### config.mk
export PLATFORM = sky130hd
export DESIGN_NAME = pior_io_register
export DESIGN_NICKNAME = d
export VERILOG_FILES = /design/src/pior_pkg.sv /design/src/pior_cfg_bank.sv /design/src/pior_io_register.sv
export SDC_FILE = /design/constraint.sdc
export NUM_CORES = 1
export LEC_CHECK = 0
export BUFFER_PORTS_ARGS = -buffer_cell sky130_fd_sc_hd__buf_2
export CAP_MARGIN = 10
export CORE_MARGIN = 1.5
export CORE_UTILIZATION = 53
export DETAILED_ROUTE_END_ITERATION = 10
export PLACE_DENSITY = 0.76
export REMOVE_ABC_BUFFERS = 1
export SLEW_MARGIN = 30
export SYNTH_ARGS = -nofsm -noshare
export SYNTH_HDL_FRONTEND = slang
export SYNTH_HIERARCHICAL = 1
export SYNTH_SLANG_ARGS = --single-unit
### constraint.sdc
create_clock -name clk -period 3.11 [get_ports clk]
set_input_delay 0.622 -clock clk [delete_from_list [all_inputs] [get_ports clk]]
set_output_delay 0.622 -clock clk [all_outputs]
set_load 0.005 [all_outputs]
### src/pior_pkg.sv
// Constants and encodings for the sixteen-channel programmable I/O register
package pior_pkg;

  // ---------------------------------------------------------------
  // Widths
  // ---------------------------------------------------------------
  localparam int CHANNELS  = 16;
  localparam int CFG_W     = 4;
  localparam int FUNC_W    = 5;
  localparam int ADDR_W    = 4;
  localparam int DATA_W    = 16;
  localparam int STB_CFG_W = 3;

  // ---------------------------------------------------------------
  // Dataway function codes
  // ---------------------------------------------------------------
  localparam logic [FUNC_W-1:0] F_READ      = 5'h00;
  localparam logic [FUNC_W-1:0] F_READ_CFG  = 5'h01;
  localparam logic [FUNC_W-1:0] F_READ_CLR  = 5'h02;
  localparam logic [FUNC_W-1:0] F_TEST_LAM  = 5'h08;
  localparam logic [FUNC_W-1:0] F_INIT      = 5'h09;
  localparam logic [FUNC_W-1:0] F_WRITE     = 5'h10;
  localparam logic [FUNC_W-1:0] F_WRITE_CFG = 5'h11;
  localparam logic [FUNC_W-1:0] F_LAM_OFF   = 5'h18;
  localparam logic [FUNC_W-1:0] F_LAM_ON    = 5'h1A;
  localparam logic [FUNC_W-1:0] F_TEST_INT  = 5'h1B;

  // ---------------------------------------------------------------
  // Subaddresses
  // ---------------------------------------------------------------
  localparam logic [ADDR_W-1:0] A_DATA   = 4'h0;
  localparam logic [ADDR_W-1:0] A_STROBE = 4'h1;
  localparam logic [ADDR_W-1:0] A_MASK   = 4'h2;

  // ---------------------------------------------------------------
  // Channel configuration fields
  // ---------------------------------------------------------------
  localparam int CFG_DIR_BIT  = 0;
  localparam int CFG_POL_BIT  = 1;
  localparam int CFG_MODE_BIT = 2;
  localparam int CFG_XFER_BIT = 3;
  localparam logic [CFG_W-1:0] CFG_RESET = 4'h7;

  // ---------------------------------------------------------------
  // Strobe configuration fields
  // ---------------------------------------------------------------
  localparam int STB_POL_BIT = 0;
  localparam int STB_LAM_BIT = 1;
  localparam int STB_OCC_BIT = 2;
  localparam logic [STB_CFG_W-1:0] STB_CFG_RESET = 3'h0;

  // ---------------------------------------------------------------
  // Other reset and read padding values
  // ---------------------------------------------------------------
  localparam logic [DATA_W-1:0] WORD_ZERO = 16'h0000;
  localparam logic [DATA_W-STB_CFG_W-1:0] STB_PAD = 13'h0000;

endpackage

### src/pior_cfg_bank.sv
// Bank of per-channel configuration words
`timescale 1ns/1ps
module pior_cfg_bank (
  // Clock and reset
  input  wire logic                                          clk,
  input  wire logic                                          rst_b,
  // Control
  input  wire logic                                          init,
  input  wire logic                                          wrEn,
  input  wire logic [pior_pkg::ADDR_W-1:0]                   wrAddr,
  input  wire logic [pior_pkg::CFG_W-1:0]                    wrData,
  // Parallel view of all words
  output logic      [pior_pkg::CHANNELS-1:0][pior_pkg::CFG_W-1:0] cfgAll
);
  import pior_pkg::*;

  typedef struct packed {
    logic [CHANNELS-1:0][CFG_W-1:0] word;
  } pior_bank_t;

  pior_bank_t cur;
  pior_bank_t next_cur;

  always_comb begin
    next_cur = cur;
    if (init) begin
      for (int i = 0; i < CHANNELS; i++) begin
        next_cur.word[i] = CFG_RESET;
      end
    end else if (wrEn) begin
      next_cur.word[wrAddr] = wrData;
    end
  end

  always_ff @(posedge clk) begin
    if (!rst_b) begin
      for (int i = 0; i < CHANNELS; i++) begin
        cur.word[i] <= CFG_RESET;
      end
    end else begin
      cur <= next_cur;
    end
  end

  assign cfgAll = cur.word;

endmodule

### src/pior_io_register.sv
// Sixteen-channel programmable I/O register, dataway slave with LAM
`timescale 1ns/1ps
module pior_io_register (
  // Clock and reset
  input  wire logic                          clk,
  input  wire logic                          rst_b,
  // Dataway command, one cycle per operation
  input  wire logic                          cycleStrobe,
  input  wire logic [pior_pkg::FUNC_W-1:0]   func,
  input  wire logic [pior_pkg::ADDR_W-1:0]   subAddr,
  input  wire logic [pior_pkg::DATA_W-1:0]   writeData,
  input  wire logic                          datawayClear,
  // Dataway answer
  output logic      [pior_pkg::DATA_W-1:0]   readData,
  output logic                               qResp,
  output logic                               respValid,
  output logic                               lamLine,
  // Channel pins
  input  wire logic [pior_pkg::CHANNELS-1:0] chanIn,
  output logic      [pior_pkg::CHANNELS-1:0] chanOut,
  output logic      [pior_pkg::CHANNELS-1:0] chanOe,
  // Strobe input
  input  wire logic                          strobe_input,
  // Front indicators
  output logic      [pior_pkg::CHANNELS-1:0] channel_direction_indicator,
  output logic                               lamIndicator
);
  import pior_pkg::*;

  // ---------------------------------------------------------------
  // State
  // ---------------------------------------------------------------
  typedef struct packed {
    logic [DATA_W-1:0]    outLatch;
    logic [DATA_W-1:0]    inLatch;
    logic [DATA_W-1:0]    lamMask;
    logic [STB_CFG_W-1:0] strobeCfg;
    logic                 lamLineEn;
    logic                 strobePrev;
    logic [CHANNELS-1:0]  levelPrev;
    logic [CHANNELS-1:0]  driveVal;
    logic [CHANNELS-1:0]  pinOut;
    logic [CHANNELS-1:0]  dirLed;
    logic [DATA_W-1:0]    readData;
    logic                 qResp;
    logic                 respValid;
    logic                 lamLine;
    logic                 lamLed;
  } pior_state_t;

  pior_state_t cur;
  pior_state_t next_cur;

  logic [CHANNELS-1:0][CFG_W-1:0] cfgAll;
  logic [CHANNELS-1:0]            levelIn;
  logic [CHANNELS-1:0]            cfgIsIn;
  logic [CHANNELS-1:0]            cfgPol;
  logic [CHANNELS-1:0]            cfgNormal;
  logic [CHANNELS-1:0]            cfgStrobed;
  logic                           initReq;
  logic                           cfgWr;

  // ---------------------------------------------------------------
  // Command decode
  // ---------------------------------------------------------------
  function automatic logic isCmd(input logic                valid,
                                 input logic [FUNC_W-1:0]   f,
                                 input logic [ADDR_W-1:0]   a,
                                 input logic [FUNC_W-1:0]   fWant,
                                 input logic [ADDR_W-1:0]   aWant);
    isCmd = valid && (f == fWant) && (a == aWant);
  endfunction

  assign initReq = datawayClear | isCmd(cycleStrobe, func, subAddr, F_INIT, A_DATA);
  assign cfgWr   = cycleStrobe && (func == F_WRITE_CFG);

  // ---------------------------------------------------------------
  // Channel configuration bank
  // ---------------------------------------------------------------
  pior_cfg_bank u_cfg_bank (
    .clk    (clk),
    .rst_b  (rst_b),
    .init   (initReq),
    .wrEn   (cfgWr),
    .wrAddr (subAddr),
    .wrData (writeData[CFG_W-1:0]),
    .cfgAll (cfgAll)
  );

  // ---------------------------------------------------------------
  // Per-channel field split and polarity
  // ---------------------------------------------------------------
  genvar g;
  generate
    for (g = 0; g < CHANNELS; g++) begin : gChan
      assign cfgIsIn[g]    = cfgAll[g][CFG_DIR_BIT];
      assign cfgPol[g]     = cfgAll[g][CFG_POL_BIT];
      assign cfgNormal[g]  = cfgAll[g][CFG_MODE_BIT];
      assign cfgStrobed[g] = cfgAll[g][CFG_XFER_BIT];
      assign levelIn[g]    = cfgPol[g] ? chanIn[g] : ~chanIn[g];
    end
  endgenerate

  // ---------------------------------------------------------------
  // Next state
  // ---------------------------------------------------------------
  logic                strobeActive;
  logic                strobeEvent;
  logic                clrIn;
  logic                clrOcc;
  logic [DATA_W-1:0]   readPattern;
  logic                lamInt;
  logic                lamNext;
  logic                setBit;

  always_comb begin
    next_cur     = cur;
    strobeActive = 1'b0;
    strobeEvent  = 1'b0;
    clrIn        = 1'b0;
    clrOcc       = 1'b0;
    readPattern  = WORD_ZERO;
    lamInt       = 1'b0;
    lamNext      = 1'b0;
    setBit       = 1'b0;

    // Strobe edge at the selected polarity
    strobeActive        = strobe_input ^ cur.strobeCfg[STB_POL_BIT];
    strobeEvent         = strobeActive & ~cur.strobePrev;
    next_cur.strobePrev = strobeActive;
    next_cur.levelPrev  = levelIn;

    clrIn  = isCmd(cycleStrobe, func, subAddr, F_READ_CLR, A_DATA);
    clrOcc = isCmd(cycleStrobe, func, subAddr, F_READ_CLR, A_STROBE);

    // Channel data paths
    for (int i = 0; i < CHANNELS; i++) begin
      if (cfgIsIn[i]) begin
        if (cfgStrobed[i]) begin
          setBit = 1'b0;
        end else if (cfgNormal[i]) begin
          setBit = levelIn[i];
        end else begin
          setBit = levelIn[i] ^ cur.levelPrev[i];
        end
        if (cfgStrobed[i] && strobeEvent) begin
          next_cur.inLatch[i] = levelIn[i];
        end else begin
          next_cur.inLatch[i] = (cur.inLatch[i] & ~clrIn) | setBit;
        end
        if (!cfgStrobed[i] && cfgNormal[i]) begin
          readPattern[i] = cur.inLatch[i] | levelIn[i];
        end else begin
          readPattern[i] = cur.inLatch[i];
        end
        next_cur.driveVal[i] = 1'b0;
      end else begin
        next_cur.inLatch[i] = 1'b0;
        if (!cfgNormal[i]) begin
          next_cur.driveVal[i] = strobeActive & cur.outLatch[i];
        end else if (cfgStrobed[i]) begin
          if (strobeEvent) begin
            next_cur.driveVal[i] = cur.outLatch[i];
          end
        end else begin
          next_cur.driveVal[i] = cur.outLatch[i];
        end
        readPattern[i] = cur.driveVal[i];
      end
      next_cur.dirLed[i] = ~cfgIsIn[i];
    end

    // Strobe occurrence, set wins over clear
    next_cur.strobeCfg[STB_OCC_BIT] = (cur.strobeCfg[STB_OCC_BIT] & ~clrOcc) | strobeEvent;

    lamInt = (|(cur.lamMask & cur.inLatch)) |
             (cur.strobeCfg[STB_OCC_BIT] & cur.strobeCfg[STB_LAM_BIT]);

    // Dataway operation
    next_cur.respValid = cycleStrobe;
    next_cur.qResp     = 1'b0;
    if (cycleStrobe) begin
      next_cur.qResp = 1'b1;
      case (func)
        F_READ: begin
          case (subAddr)
            A_DATA: begin
              next_cur.readData = readPattern;
            end
            A_STROBE: begin
              next_cur.readData = {STB_PAD, cur.strobeCfg};
            end
            A_MASK: begin
              next_cur.readData = cur.lamMask;
            end
            default: begin
              next_cur.readData = WORD_ZERO;
              next_cur.qResp    = 1'b0;
            end
          endcase
        end
        F_READ_CFG: begin
          next_cur.readData = {12'h000, cfgAll[subAddr]};
        end
        F_READ_CLR: begin
          case (subAddr)
            A_DATA: begin
              next_cur.readData = readPattern;
            end
            A_STROBE: begin
              next_cur.readData = {STB_PAD, cur.strobeCfg};
            end
            default: begin
              next_cur.readData = WORD_ZERO;
              next_cur.qResp    = 1'b0;
            end
          endcase
        end
        F_WRITE: begin
          case (subAddr)
            A_DATA: begin
              next_cur.outLatch = writeData;
            end
            A_STROBE: begin
              next_cur.strobeCfg[STB_POL_BIT] = writeData[STB_POL_BIT];
              next_cur.strobeCfg[STB_LAM_BIT] = writeData[STB_LAM_BIT];
            end
            A_MASK: begin
              next_cur.lamMask = writeData;
            end
            default: begin
              next_cur.qResp = 1'b0;
            end
          endcase
        end
        F_WRITE_CFG: begin
          next_cur.qResp = 1'b1;
        end
        F_INIT: begin
          next_cur.qResp = (subAddr == A_DATA);
        end
        F_TEST_LAM: begin
          next_cur.qResp = cur.lamLine;
        end
        F_TEST_INT: begin
          next_cur.qResp = lamInt;
        end
        F_LAM_ON: begin
          next_cur.lamLineEn = 1'b1;
        end
        F_LAM_OFF: begin
          next_cur.lamLineEn = 1'b0;
        end
        default: begin
          next_cur.qResp = 1'b0;
        end
      endcase
    end

    // Reinitialise to power-up state
    if (initReq) begin
      next_cur.outLatch  = WORD_ZERO;
      next_cur.inLatch   = WORD_ZERO;
      next_cur.lamMask   = WORD_ZERO;
      next_cur.strobeCfg = STB_CFG_RESET;
      next_cur.lamLineEn = 1'b0;
      next_cur.driveVal  = WORD_ZERO;
      next_cur.dirLed    = WORD_ZERO;
    end

    // Pins follow drive value through channel polarity
    for (int i = 0; i < CHANNELS; i++) begin
      next_cur.pinOut[i] = cfgPol[i] ? next_cur.driveVal[i] : ~next_cur.driveVal[i];
    end

    // LAM from the state being entered
    lamNext = (|(next_cur.lamMask & next_cur.inLatch)) |
              (next_cur.strobeCfg[STB_OCC_BIT] & next_cur.strobeCfg[STB_LAM_BIT]);
    next_cur.lamLed  = lamNext & ~initReq;
    next_cur.lamLine = lamNext & next_cur.lamLineEn & ~initReq;
  end

  // ---------------------------------------------------------------
  // State register
  // ---------------------------------------------------------------
  always_ff @(posedge clk) begin
    if (!rst_b) begin
      cur.outLatch   <= WORD_ZERO;
      cur.inLatch    <= WORD_ZERO;
      cur.lamMask    <= WORD_ZERO;
      cur.strobeCfg  <= STB_CFG_RESET;
      cur.lamLineEn  <= 1'b0;
      cur.strobePrev <= 1'b0;
      cur.levelPrev  <= WORD_ZERO;
      cur.driveVal   <= WORD_ZERO;
      cur.pinOut     <= WORD_ZERO;
      cur.dirLed     <= WORD_ZERO;
      cur.readData   <= WORD_ZERO;
      cur.qResp      <= 1'b0;
      cur.respValid  <= 1'b0;
      cur.lamLine    <= 1'b0;
      cur.lamLed     <= 1'b0;
    end else begin
      cur <= next_cur;
    end
  end

  // ---------------------------------------------------------------
  // Outputs
  // ---------------------------------------------------------------
  assign readData                    = cur.readData;
  assign qResp                       = cur.qResp;
  assign respValid                   = cur.respValid;
  assign lamLine                     = cur.lamLine;
  assign chanOut                     = cur.pinOut;
  assign chanOe                      = ~cfgIsIn;
  assign channel_direction_indicator = cur.dirLed;
  assign lamIndicator                = cur.lamLed;

endmodule

* Word level (Yosys, flattened, before mapping) *
Index checks and enable logic that the tools add are counted.

storage, ports and cells
  bits in registers = 201
  input bits = 46
  output and inout bits = 68
  logic and storage cells = 490

operators by class
  $lt $le $gt $ge = 2
  equality and inequality tests = 11
  multiplexer cells = 228
  bitwise logic cells = 148
  reduce and logical (&&, ||, !) cells = 69

operators with widths
  kind                                            number
  2-to-1 mux 1 bit                                210
  one-hot mux 16 bit (3 select lines)             2
  bitwise mux 64 bit                              1
  2-to-1 mux 16 bit                               4
  inverter 1 bit                                  53
  bitwise AND 1 bit                               39
  logical AND 1 bit                               39
  2-to-1 mux 36 bit                               1
  OR 1 bit                                        36
  bitwise AND 16 bit                              2
  one-hot mux 16 bit (2 select lines)             1
  OR reduction 16 bit                             2
  == test 5 bit (second input constant)           5
  XOR 1 bit                                       17
  binary-select mux 4 bit (select 4 bit)          1
  demux 4 bit (select 4 bit)                      1
  zero test 1 bit                                 16
  inverter 16 bit                                 1
  == test 5 x 4 -> 1 bit (second input constant)  2
  2-to-1 mux 4 bit                                2
  one-hot mux 1 bit (6 select lines)              1
  AND reduction 3 bit                             2
  OR reduction 2 bit                              3
  == test 5 x 1 -> 1 bit (second input constant)  1
  other kinds (14)                                16

* Logic depth before layout (Yosys ltp) *
Gate-level depths: netlist (run 1).

  depth after elaboration = 15
  mapped depth = 14
  mapped depth without buffers = 9

* By module *
The synthesis (run 1) kept the hierarchy.

modules (own cells, without submodules)
  module            times used  cells each  area an instance (um^2)  seq. area each (um^2)
  pior_io_register  1           886         7425.9                   2742.6
  pior_cfg_bank     1           234         2404.8                   1281.2

* Least setup slack after synthesis (run 1) *
OpenSTA, ideal clock, no wires.

  path kind = input-to-reg
  start = in subAddr[3] (netlist name)
  end = reg u_cfg_bank.cur, in the netlist u_cfg_bank/cfgAll[28]
  library setup time = 0.072 ns
  arrival = 2.987 ns
  required time = 3.038 ns
  setup slack = 0.051 ns
  stages = 14
  buffers on the path = 7
  path through = buf_6 > or4_4 > buf_6 > nor3_1 > a31oi_1 > inv_1 > buf_2 > buf_1 > nand2b_1 > buf_4 > buf_4 > buf_4 > nor2_1 > mux2i_1

on the way
  elaborated cells on any way between the ends = 10
  classes of those cells = order compare (2); mux (3); bitwise (1); reduce/logical (4)

RTL lines
  what                                 RTL line                RTL
  start, declared                      pior_io_register.sv:10  input wire logic [pior_pkg::ADDR_W-1:0] subAddr,
  zero test 4 bit                      pior_io_register.sv:71  isCmd = valid && (f == fWant) && (a == aWant);
  logical AND 1 bit                    pior_io_register.sv:71
  OR 1 bit                             pior_io_register.sv:74  assign initReq = datawayClear | isCmd(cycleStrobe, func, subAddr, F_INIT, A_DATA);
  named net initReq                    pior_io_register.sv:60  logic initReq;
  OR reduction 2 bit (no source line)  n/a
  end signal, assigned                 pior_cfg_bank.sv:41     cur <= next_cur;
  end, declared                        pior_cfg_bank.sv:21     pior_bank_t cur;

The timed path passes the listed nets, and every way through them passes these cells.
A chain may end at the register's enable or synchronous reset.

* Worst setup path in the final report (run 1) *
  start = reg cur[84] (netlist name)
  end = reg, netlist name lamLine

on the way
  cells in the longest elaborated chain, start to end = 11
  elaborated cells on any way between the ends = 58
  classes of those cells = mux (33); bitwise (8); reduce/logical (17)

ends and longest elaborated chain
  what                               RTL line                 RTL
  start, declared                    pior_io_register.sv:51   pior_state_t cur;
  start signal, assigned             pior_io_register.sv:304  cur <= next_cur;
  inverter 1 bit *                   pior_io_register.sv:129  strobeEvent = strobeActive & ~cur.strobePrev;
  bitwise AND 1 bit *                pior_io_register.sv:129
  logical AND 1 bit                  pior_io_register.sv:146  if (cfgStrobed[i] && strobeEvent) begin
  2-to-1 mux 1 bit                   pior_io_register.sv:146
  2-to-1 mux 1 bit                   pior_io_register.sv:138  if (cfgIsIn[i]) begin
  2-to-1 mux 36 bit *                pior_io_register.sv:261  if (initReq) begin
  bitwise AND 16 bit                 pior_io_register.sv:277  lamNext = (|(next_cur.lamMask & next_cur.inLatch)) |
  OR reduction 16 bit                pior_io_register.sv:277
  OR 1 bit *                         pior_io_register.sv:277
  bitwise AND 1 bit * (2 in series)  pior_io_register.sv:280  next_cur.lamLine = lamNext & next_cur.lamLineEn & ~initReq;

Every way passes the cells marked *; elsewhere a longest branch is shown, timed or not.

==> reports/qor.csv, run 1 <==
metric,value,unit
outcome,"complete, but fails checks",
violations,design-rule violations,
io_pins,114,
whs,0.363,ns
clkPwrFrac,0.493,
yosys_warnings,6,
start_kind,flip-flop,
clock_skew,0.0253,ns
slew_viol_final,0,
critical_path_class,reg2reg,
crit_arrival,3.18,ns
nNetsFinal,1248,
clock_sinks,201,
rows,49,
fmax,0.361,GHz
syn-cell-area,0.00983,mm²
clk_path_buf_depth,3,
syn2layout_area_growth,15.2,%
grt_remaining_overflow,0,
rsz0062_at_grt,false,
dp_slack,0.124,ns
yosys-top-cells-count,"dfxtp_1, nor2_1, nand2_1",
ff2ff_setup_slack,0.34,ns
hold_path_end,cur[127],
antenna_found_initial,0,
drc_errors,8,
period_share,0.891,
r2r_start,cur[84],
die_h,139,µm
cts_hold_buf,0,
yosysTopAreaCell,dfxtp_1,
max-cap-violations,0,
pwr-share-seq,0.438,
clkLatencyLatePin,0.52,ns
grt_usage,0.329,
min-delay-start,writeData[6],
totalPowerFinal,5.98,mW
ys_ff_latch,201,
dp_cells,1407,
period_needed,2.77,ns
hold_path_depth,3,
netlist.area_leader.share,0.409,
die_area,0.0194,mm²
utilization,0.626,
slew_headroom,0.468,
gp_congestion,1.01,
vias_per_cell,6.17,
grt_pass1_wl,49.1,mm
power_density,528,mW/mm²
grt_max_degree,39,
clkTransAtPathRegs,0.06,ns
n_antenna_cell,0,
dp_hpwl,22.9,mm
rr_endpoint,lamLine,
vias,8924,
drtIter0Drc,1121,
design_area,0.0113,mm²
drtAntennaViolNets,0,
grt_pass1_vias,8445,
numCtsBuffers,22,
htree_levels,1,
p_leak,4.86,nW
setup_tns,0,ns
final_layout_size_suffix_gt1_frac,0.205,
netlist-cell-type-count,66,
synthCells,1120,
fin_ws,0.340,ns
cts_resized,0,
power.share.switching,0.233,
core_area,0.0181,mm²
port_buffers,113,
postRouteWirelength,32.5,mm
start_util,0.544,
hold_violations,0,
postSynthAreaPerCell,8.78,µm²
endpoint_kind,flip-flop,
cts_setup_buffers,0,
peakVddDrop,0.421,mV
placed_cell_area,0.0105,mm²
power_frac_comb,0.070,
synthTopCellsByArea,"dfxtp_1, mux2i_1, nor2_1",
ys_seq_area_frac,0.409,
hold_path.class,in2reg,
cts-root-buf,clkbuf_16,
synth_top_flop_cell,dfxtp_1,
die_w,139,µm
yosysMostFrequentCell,dfxtp_1,
synth-edff-count,0,
path_max_fanout,10,
cts_tree,done,
final_cells,1447,
avgRoutedWirePerCell,22.5,µm
r2r_cells,7,
internal_power,4.59,mW
netSwitchingPower,1.39,mW
synth-async-reset-ratio,0,
worstMarginPinSlew,0.794,ns
cp.required,3.52,ns
setup_viol,0,
firstDrtPassIters,11,
-- logic make-up (layout without fill, tap and decap cells) --
kind of cell    after synthesis  count (layout)  share of synthesized area
mux                         107             107                      0.137
xor+xnor                     46              46                     0.0410
flops                       201             201                      0.409
compound gates              207             207                      0.136
buf+inv                     158             256                     0.0848
simple gates                401             401                      0.192
-- layer usage --
| layer | track usage | wire length (µm) |
|---|---|---|
| met3 | 0.0618 | 3290 |
| met5 | 0 | 0 |
| met2 | 0.518 | 14600 |
| met1 | 0.454 | 13500 |
| met4 | 0.114 | 1150 |
-- power by group through the flow --
stage / Sequential, mW / Clock [mW] / Combinational [mW]
finish: 2.62 / 2.95 / 0.418
global route: 2.62 / 3.06 / 0.435
CTS: 2.62 / 2.96 / 0.402
detailed placement: 2.67 / 0 / 0.400
global placement: 2.67 / 0 / 0.399
floorplan: 2.67 / 0 / 0.177
-- placed cells by master, fill, tap and decap left out, drive strengths merged, types with 19 or more instances in the layout --
| cell | n |
|---|---|
| a21oi | 60 |
| a22oi | 23 |
| buf | 166 |
| clkbuf | 33 |
| dfxtp | 201 |
| inv | 50 |
| mux2i | 78 |
| mux4 | 20 |
| nand2 | 99 |
| nand3 | 22 |
| nor2 | 157 |
| nor3 | 23 |
| o21ai | 36 |
| xnor2 | 19 |
| xor2 | 27 |
-- worst max-delay path: stages (launching register included) --
cell and delay (ns):
dfxtp_1 0.61, clkinv_1 0.48, nand2_1 0.48, mux2i_1 0.20, o2111ai_1 0.25, o2111ai_1 0.19
nor4_2 0.33, a21boi_1 0.11
-- flip-flops by register name, indices dropped and copies added (netlist names) --
register,flops
cur,85
chanOut,16
respValid,1
lamIndicator,1
qResp,1
readData,16
lamLine,1
u_cfg_bank/cfgAll,64
channel_direction_indicator,16
-- how the worst max path moves through the flow --
stage | startpoint | end | slack (ns) | depth (start not counted)
4_1_cts | cur[84] | lamLine | 0.46 | 7
2_1_floorplan | subAddr[1] | u_cfg_bank/cfgAll[17] | -0.95 | 7
3_5_place_dp | subAddr[1] | lamLine | 0.12 | 9
5_1_grt | cur[84] | lamIndicator | 0.23 | 7
6_report | cur[84] | lamLine | 0.34 | 7
3_3_place_gp | subAddr[1] | lamIndicator | 0.21 | 9
-- cell type report --
class | instances | area, µm²
Inverter | 50 | 188
Sequential cell | 201 | 4020
Timing Repair Buffer | 166 | 988
Multi-Input combinational cell | 761 | 5000
Clock inverter | 7 | 150
Clock buffer | 33 | 682
Fill cell | 1553 | 6760
Tap cell | 229 | 287
(Power assumes the default switching activity.)
==> run 2, diff against run 1 <==
- CORE_UTILIZATION: 53 -> 35
- PLACE_DENSITY: 0.76 -> default
==> run 2 against run 1 <==
The flow now finishes without violations. Cell count rose by 10%. Critical path type is now in2reg. Flip-flop and latch count did not move. Largest cell class unchanged. Total power fell by 2.1%. Worst hold slack got worse by 0.00053 ns. Register-to-register slack improved by 0.25 ns. Die area rose by 50%. Setup slack improved by 0.18 ns.
==> reports/qor.csv, run 2 (synthesis results as in run 1) <==
metric,value,unit
port_buffers,113,
gp_congestion,0.950,
outcome,"finished, final reports clean",
endpoint_kind,flip-flop,
grt_pass1_vias,8254,
met1_usage,0.332,
vias_per_cell,5.54,
nFillCells,2755,
antenna_found_initial,1,
fmax,0.387,GHz
final_layout_size_suffix_gt1_frac,0.205,
clkTransAtPathRegs,0.06,ns
layout_common_cells,"dfxtp_1, nor2_1, buf_2, nand2_1, mux2i_1",
path_max_fanout,8,
die_area,0.0291,mm²
start_util,0.355,
slew_viol_final,0,
cts_setup_buffers,0,
firstDrtPassIters,5,
path_buf_inv,2,
grt_pass1_wl,52.4,mm
register_area,0.00402,mm²
hold_path.class,in2reg,
die_w,171,µm
dp_hpwl,25.6,mm
slew_headroom,0.546,
p_leak,4.86,nW
start_kind,input port,
peakVddDrop,0.321,mV
max-cap-violations,0,
drc_errors,0,
multiInputGateArea,0.00501,mm²
critical_path_class,in2reg,
clkLatencyLatePin,0.52,ns
clk_path_buf_depth,3,
cts_tree,done,
grt_remaining_overflow,0,
cp.required,3.50,ns
drtAntennaViolNets,0,
largest_reg_flops,85,
clock_skew,0.00615,ns
power_density,508,mW/mm²
top_register,cur,
busiest_layer,met2,
postRouteWirelength,35.4,mm
dp_cells,1556,
whs,0.362,ns
cp_slowest_cell,or4_4,
numCtsBuffers,24,
period_share,0.832,
htree_levels,1,
path_cells,buf_2 > or4_4 > nor3_1 > buf_4 > a311oi_1 > o21ai_0 > o22ai_1 > nor4_2 > a21oi_1,
avgRoutedWirePerCell,22.2,µm
crit_arrival,2.98,ns
clock_sinks,201,
die_h,171,µm
mostFrequentLayoutCell,dfxtp_1,
cts_hold_buf,0,
vias,8848,
cts-root-buf,clkbuf_16,
gr-usage-met3,0.0298,
met2_usage,0.387,
critical_path.top_delay_family,simple AND/OR/NAND/NOR gates,
drtIter0Drc,811,
core_area,0.0277,mm²
nNetsFinal,1250,
period_needed,2.59,ns
rows,61,
cts_resized,0,
syn2layout_area_growth,17.2,%
grt_max_degree,61,
worstMarginPinSlew,0.679,ns
io_pins,114,
grt_usage,0.242,
critPathMaxStageDelay,0.59,ns
rsz0062_at_grt,false,
final_cells,1597,
setup_viol,0,
hold_violations,0,
run 2: changes by cell type in the layout (fill, tap and decap cells not counted), sizes merged:
cell / before / now
clkbuf: 33 / 31
clkinvlp: 0 / 1
inv: 50 / 49
diode: 0 / 1
bufinv: 4 / 2
clkinv: 3 / 7
run 2: through the flow:
| step | area (µm²) | power (mW) | utilization | setup TNS, ns | worst slack [ns] |
|---|---|---|---|---|---|
| after floorplan | 9190 | 2.84 | - | -49.38 | -0.946 |
| after global placement | 10700 | 3.09 | 0.388 | -0.0828 | -0.0435 |
| after detailed placement | 10700 | 3.09 | 0.388 | -0.0555 | -0.0320 |
| after CTS | 11500 | 5.89 | 0.416 | 0 | 0.504 |
| after global routing | 11500 | 6.03 | 0.416 | 0 | 0.398 |
| final | 11500 | 5.85 | 0.416 | 0 | 0.524 |
run 2: worst paths after layout:
kind                  end  cells after the start  slack [ns]          start
max          lamIndicator                      9        0.52     subAddr[1]
min              cur[132]                      3        0.36  writeData[11]
min reg2reg  readData[13]                      2        0.45   readData[13]
max reg2reg  lamIndicator                      7        0.59        cur[86]
run 2: worst min-delay path: cells and delay by family:
| family | cells | cell delay, ns |
|---|---|---|
| buffers and inverters | 1 | 0.11 |
| and+or+nand+nor | 1 | 0.05 |
| AOI/OAI and AO/OA | 1 | 0.05 |
run 2: per-layer routing:
metal | wire, µm | part of all wire | up-vias
li1 | - | - | 4068
met1 | 15600 | 0.44 | 4309
met2 | 16100 | 0.45 | 391
met3 | 2520 | 0.071 | 80
met4 | 1230 | 0.035 | 0
met5 | 0 | 0 | -
run 2: report_power, final:
group	switching, mW	internal [mW]	leakage, nW
Combinational	0.286	0.143	2.84
Clock	1.12	1.69	0.385
Sequential	0.0151	2.60	1.63
Total	1.42	4.43	4.86
run 2: area by class of cell:
cell class / instances / share of cell area
multi-input cells: 761 / 0.435
flip-flops and latches: 201 / 0.349
repair buffers: 166 / 0.0912
clock buffers: 31 / 0.0588
well taps: 378 / 0.0410
inverters: 50 / 0.0163
clock inverters: 9 / 0.00847
diodes: 1 / 0.000217
==> run 3, diff against run 2 <==
- clock period: 3.11 -> 2.66 ns (I/O delays scaled with it)
==> run 3 against run 2 <==
Combinational power up 31%. Critical path depth down 1. Cell count up 3.9%. Sequential power up 17%. Die area unchanged. Setup slack worse by 0.30 ns. Critical path type is now reg2reg. Highest routed layer unchanged.
==> reports/qor.csv, run 3 (synthesis results as in run 1) <==
metric,value,unit
p_leak,5.16,nW
core_area,0.0277,mm²
pwr-share-seq,0.447,
port_buffers,113,
avgRoutedWirePerCell,21.9,µm
firstDrtPassIters,6,
design_area,0.0120,mm²
die_h,171,µm
met3_length,3.02,mm
vias,9004,
dp_slack,-0.208,ns
internal_power,5.16,mW
die_w,171,µm
peakVddDrop,0.387,mV
max-cap-violations,0,
period_share,0.914,
hold_path.class,in2reg,
antenna_found_initial,2,
rows,61,
grt_remaining_overflow,0,
start_kind,flip-flop,
largest_reg_flops,85,
grt_usage,0.248,
path_buf_inv,1,
critical_path.top_delay_family,simple AND/OR/NAND/NOR gates,
grt_max_degree,61,
slew_headroom,0.512,
netSwitchingPower,1.69,mW
cts_tree,done,
worstMarginPinSlew,0.731,ns
postRouteWirelength,36.3,mm
power.share.switching,0.246,
grt_pass1_wl,53.4,mm
power_density,568,mW/mm²
path_max_fanout,10,
top_register,cur,
fmax,0.411,GHz
dp_cells,1613,
hold_violations,0,
layout_common_cells,"dfxtp_1, nor2_1, buf_2, nand2_1, buf_4",
setup_viol,0,
syn2layout_area_growth,22.5,%
clkLatencyLatePin,0.53,ns
drc_errors,0,
cp.required,3.05,ns
cts_setup_buffers,0,
dr_wl_met2,16.3,mm
cts_resized,0,
htree_levels,1,
start_util,0.355,
vias_per_cell,5.43,
setup_tns,0,ns
outcome,"finished, final reports clean",
clkPwrFrac,0.471,
top_layer,met4,
die_area,0.0291,mm²
gp_congestion,0.960,
fin_ws,0.228,ns
power_frac_comb,0.082,
placed_cell_area,0.0113,mm²
whs,0.278,ns
cts_hold_buf,0,
critical_path_class,reg2reg,
dp_hpwl,26.5,mm
drtAntennaViolNets,0,
clkTransAtPathRegs,0.06,ns
endpoint_kind,flip-flop,
final_layout_size_suffix_gt1_frac,0.241,
mostFrequentLayoutCell,dfxtp_1,
numCtsBuffers,24,
final_cells,1659,
grt_pass1_vias,8561,
clock_skew,0.0200,ns
drt-met1-wl,15.5,mm
cts-root-buf,clkbuf_16,
rsz0062_at_grt,false,
slew_viol_final,0,
cp_slowest_cell,nor2_2,
period_needed,2.43,ns
drtIter0Drc,875,
nNetsFinal,1307,
utilization,0.435,
totalPowerFinal,6.84,mW
clk_path_buf_depth,3,
critPathMaxStageDelay,0.58,ns
path_cells,xnor2_2 > nor2_2 > buf_12 > o211ai_1 > nand3_1 > o2111ai_1 > nor4_2 > a21oi_1,
clock_sinks,201,
crit_arrival,2.83,ns
io_pins,114,
[run 3: cell count changes in the layout (fill, tap and decap cells not counted), sizes merged]
| cell | delta |
|---|---|
| bufinv | -2 |
| diode | +2 |
| clkbuf | +6 |
| clkinvlp | -1 |
| buf | +57 |
[run 3: worst paths after layout]
path | from | end | slack [ns] | cells after the start
min reg2reg | readData[10] | readData[10] | 0.45 | 2
min | writeData[5] | cur[126] | 0.28 | 3
max | cur[86] | lamIndicator | 0.23 | 8
max reg2reg | cur[86] | lamIndicator | 0.23 | 8
[run 3: layout make-up]
type,instances,area (µm²)
Multi-Input combinational cell,761,5000
Clock buffer,37,741
Tap cell,378,473
Clock inverter,6,33.8
Antenna cell,3,7.51
Fill cell,2721,15700
Inverter,50,188
Timing Repair Buffer,223,1580
Sequential cell,201,4020
[run 3: worst min-delay path: cells and delay by family]
kind | cells | cell delay, ns
buffers and inverters | 1 | 0.12
AND/OR/NAND/NOR | 1 | 0.05
AO/OA/AOI/OAI | 1 | 0.05
[run 3: layer usage]
| metal | up-vias | track usage |
|---|---|---|
| met1 | 4313 | 0.330 |
| met5 | - | 0 |
| met4 | 0 | 0.102 |
| li1 | 4188 | - |
| met3 | 76 | 0.0479 |
| met2 | 427 | 0.394 |
[run 3: power groups by stage]
| stage | clock network (mW) | registers, mW | logic [mW] |
|---|---|---|---|
| 3_5_place_dp | 0 | 3.12 | 0.546 |
| 2_1_floorplan | 0 | 3.12 | 0.207 |
| 5_1_grt | 3.40 | 3.06 | 0.587 |
| 6_report | 3.23 | 3.06 | 0.560 |
| 4_1_cts | 3.28 | 3.06 | 0.548 |
| 3_3_place_gp | 0 | 3.12 | 0.548 |
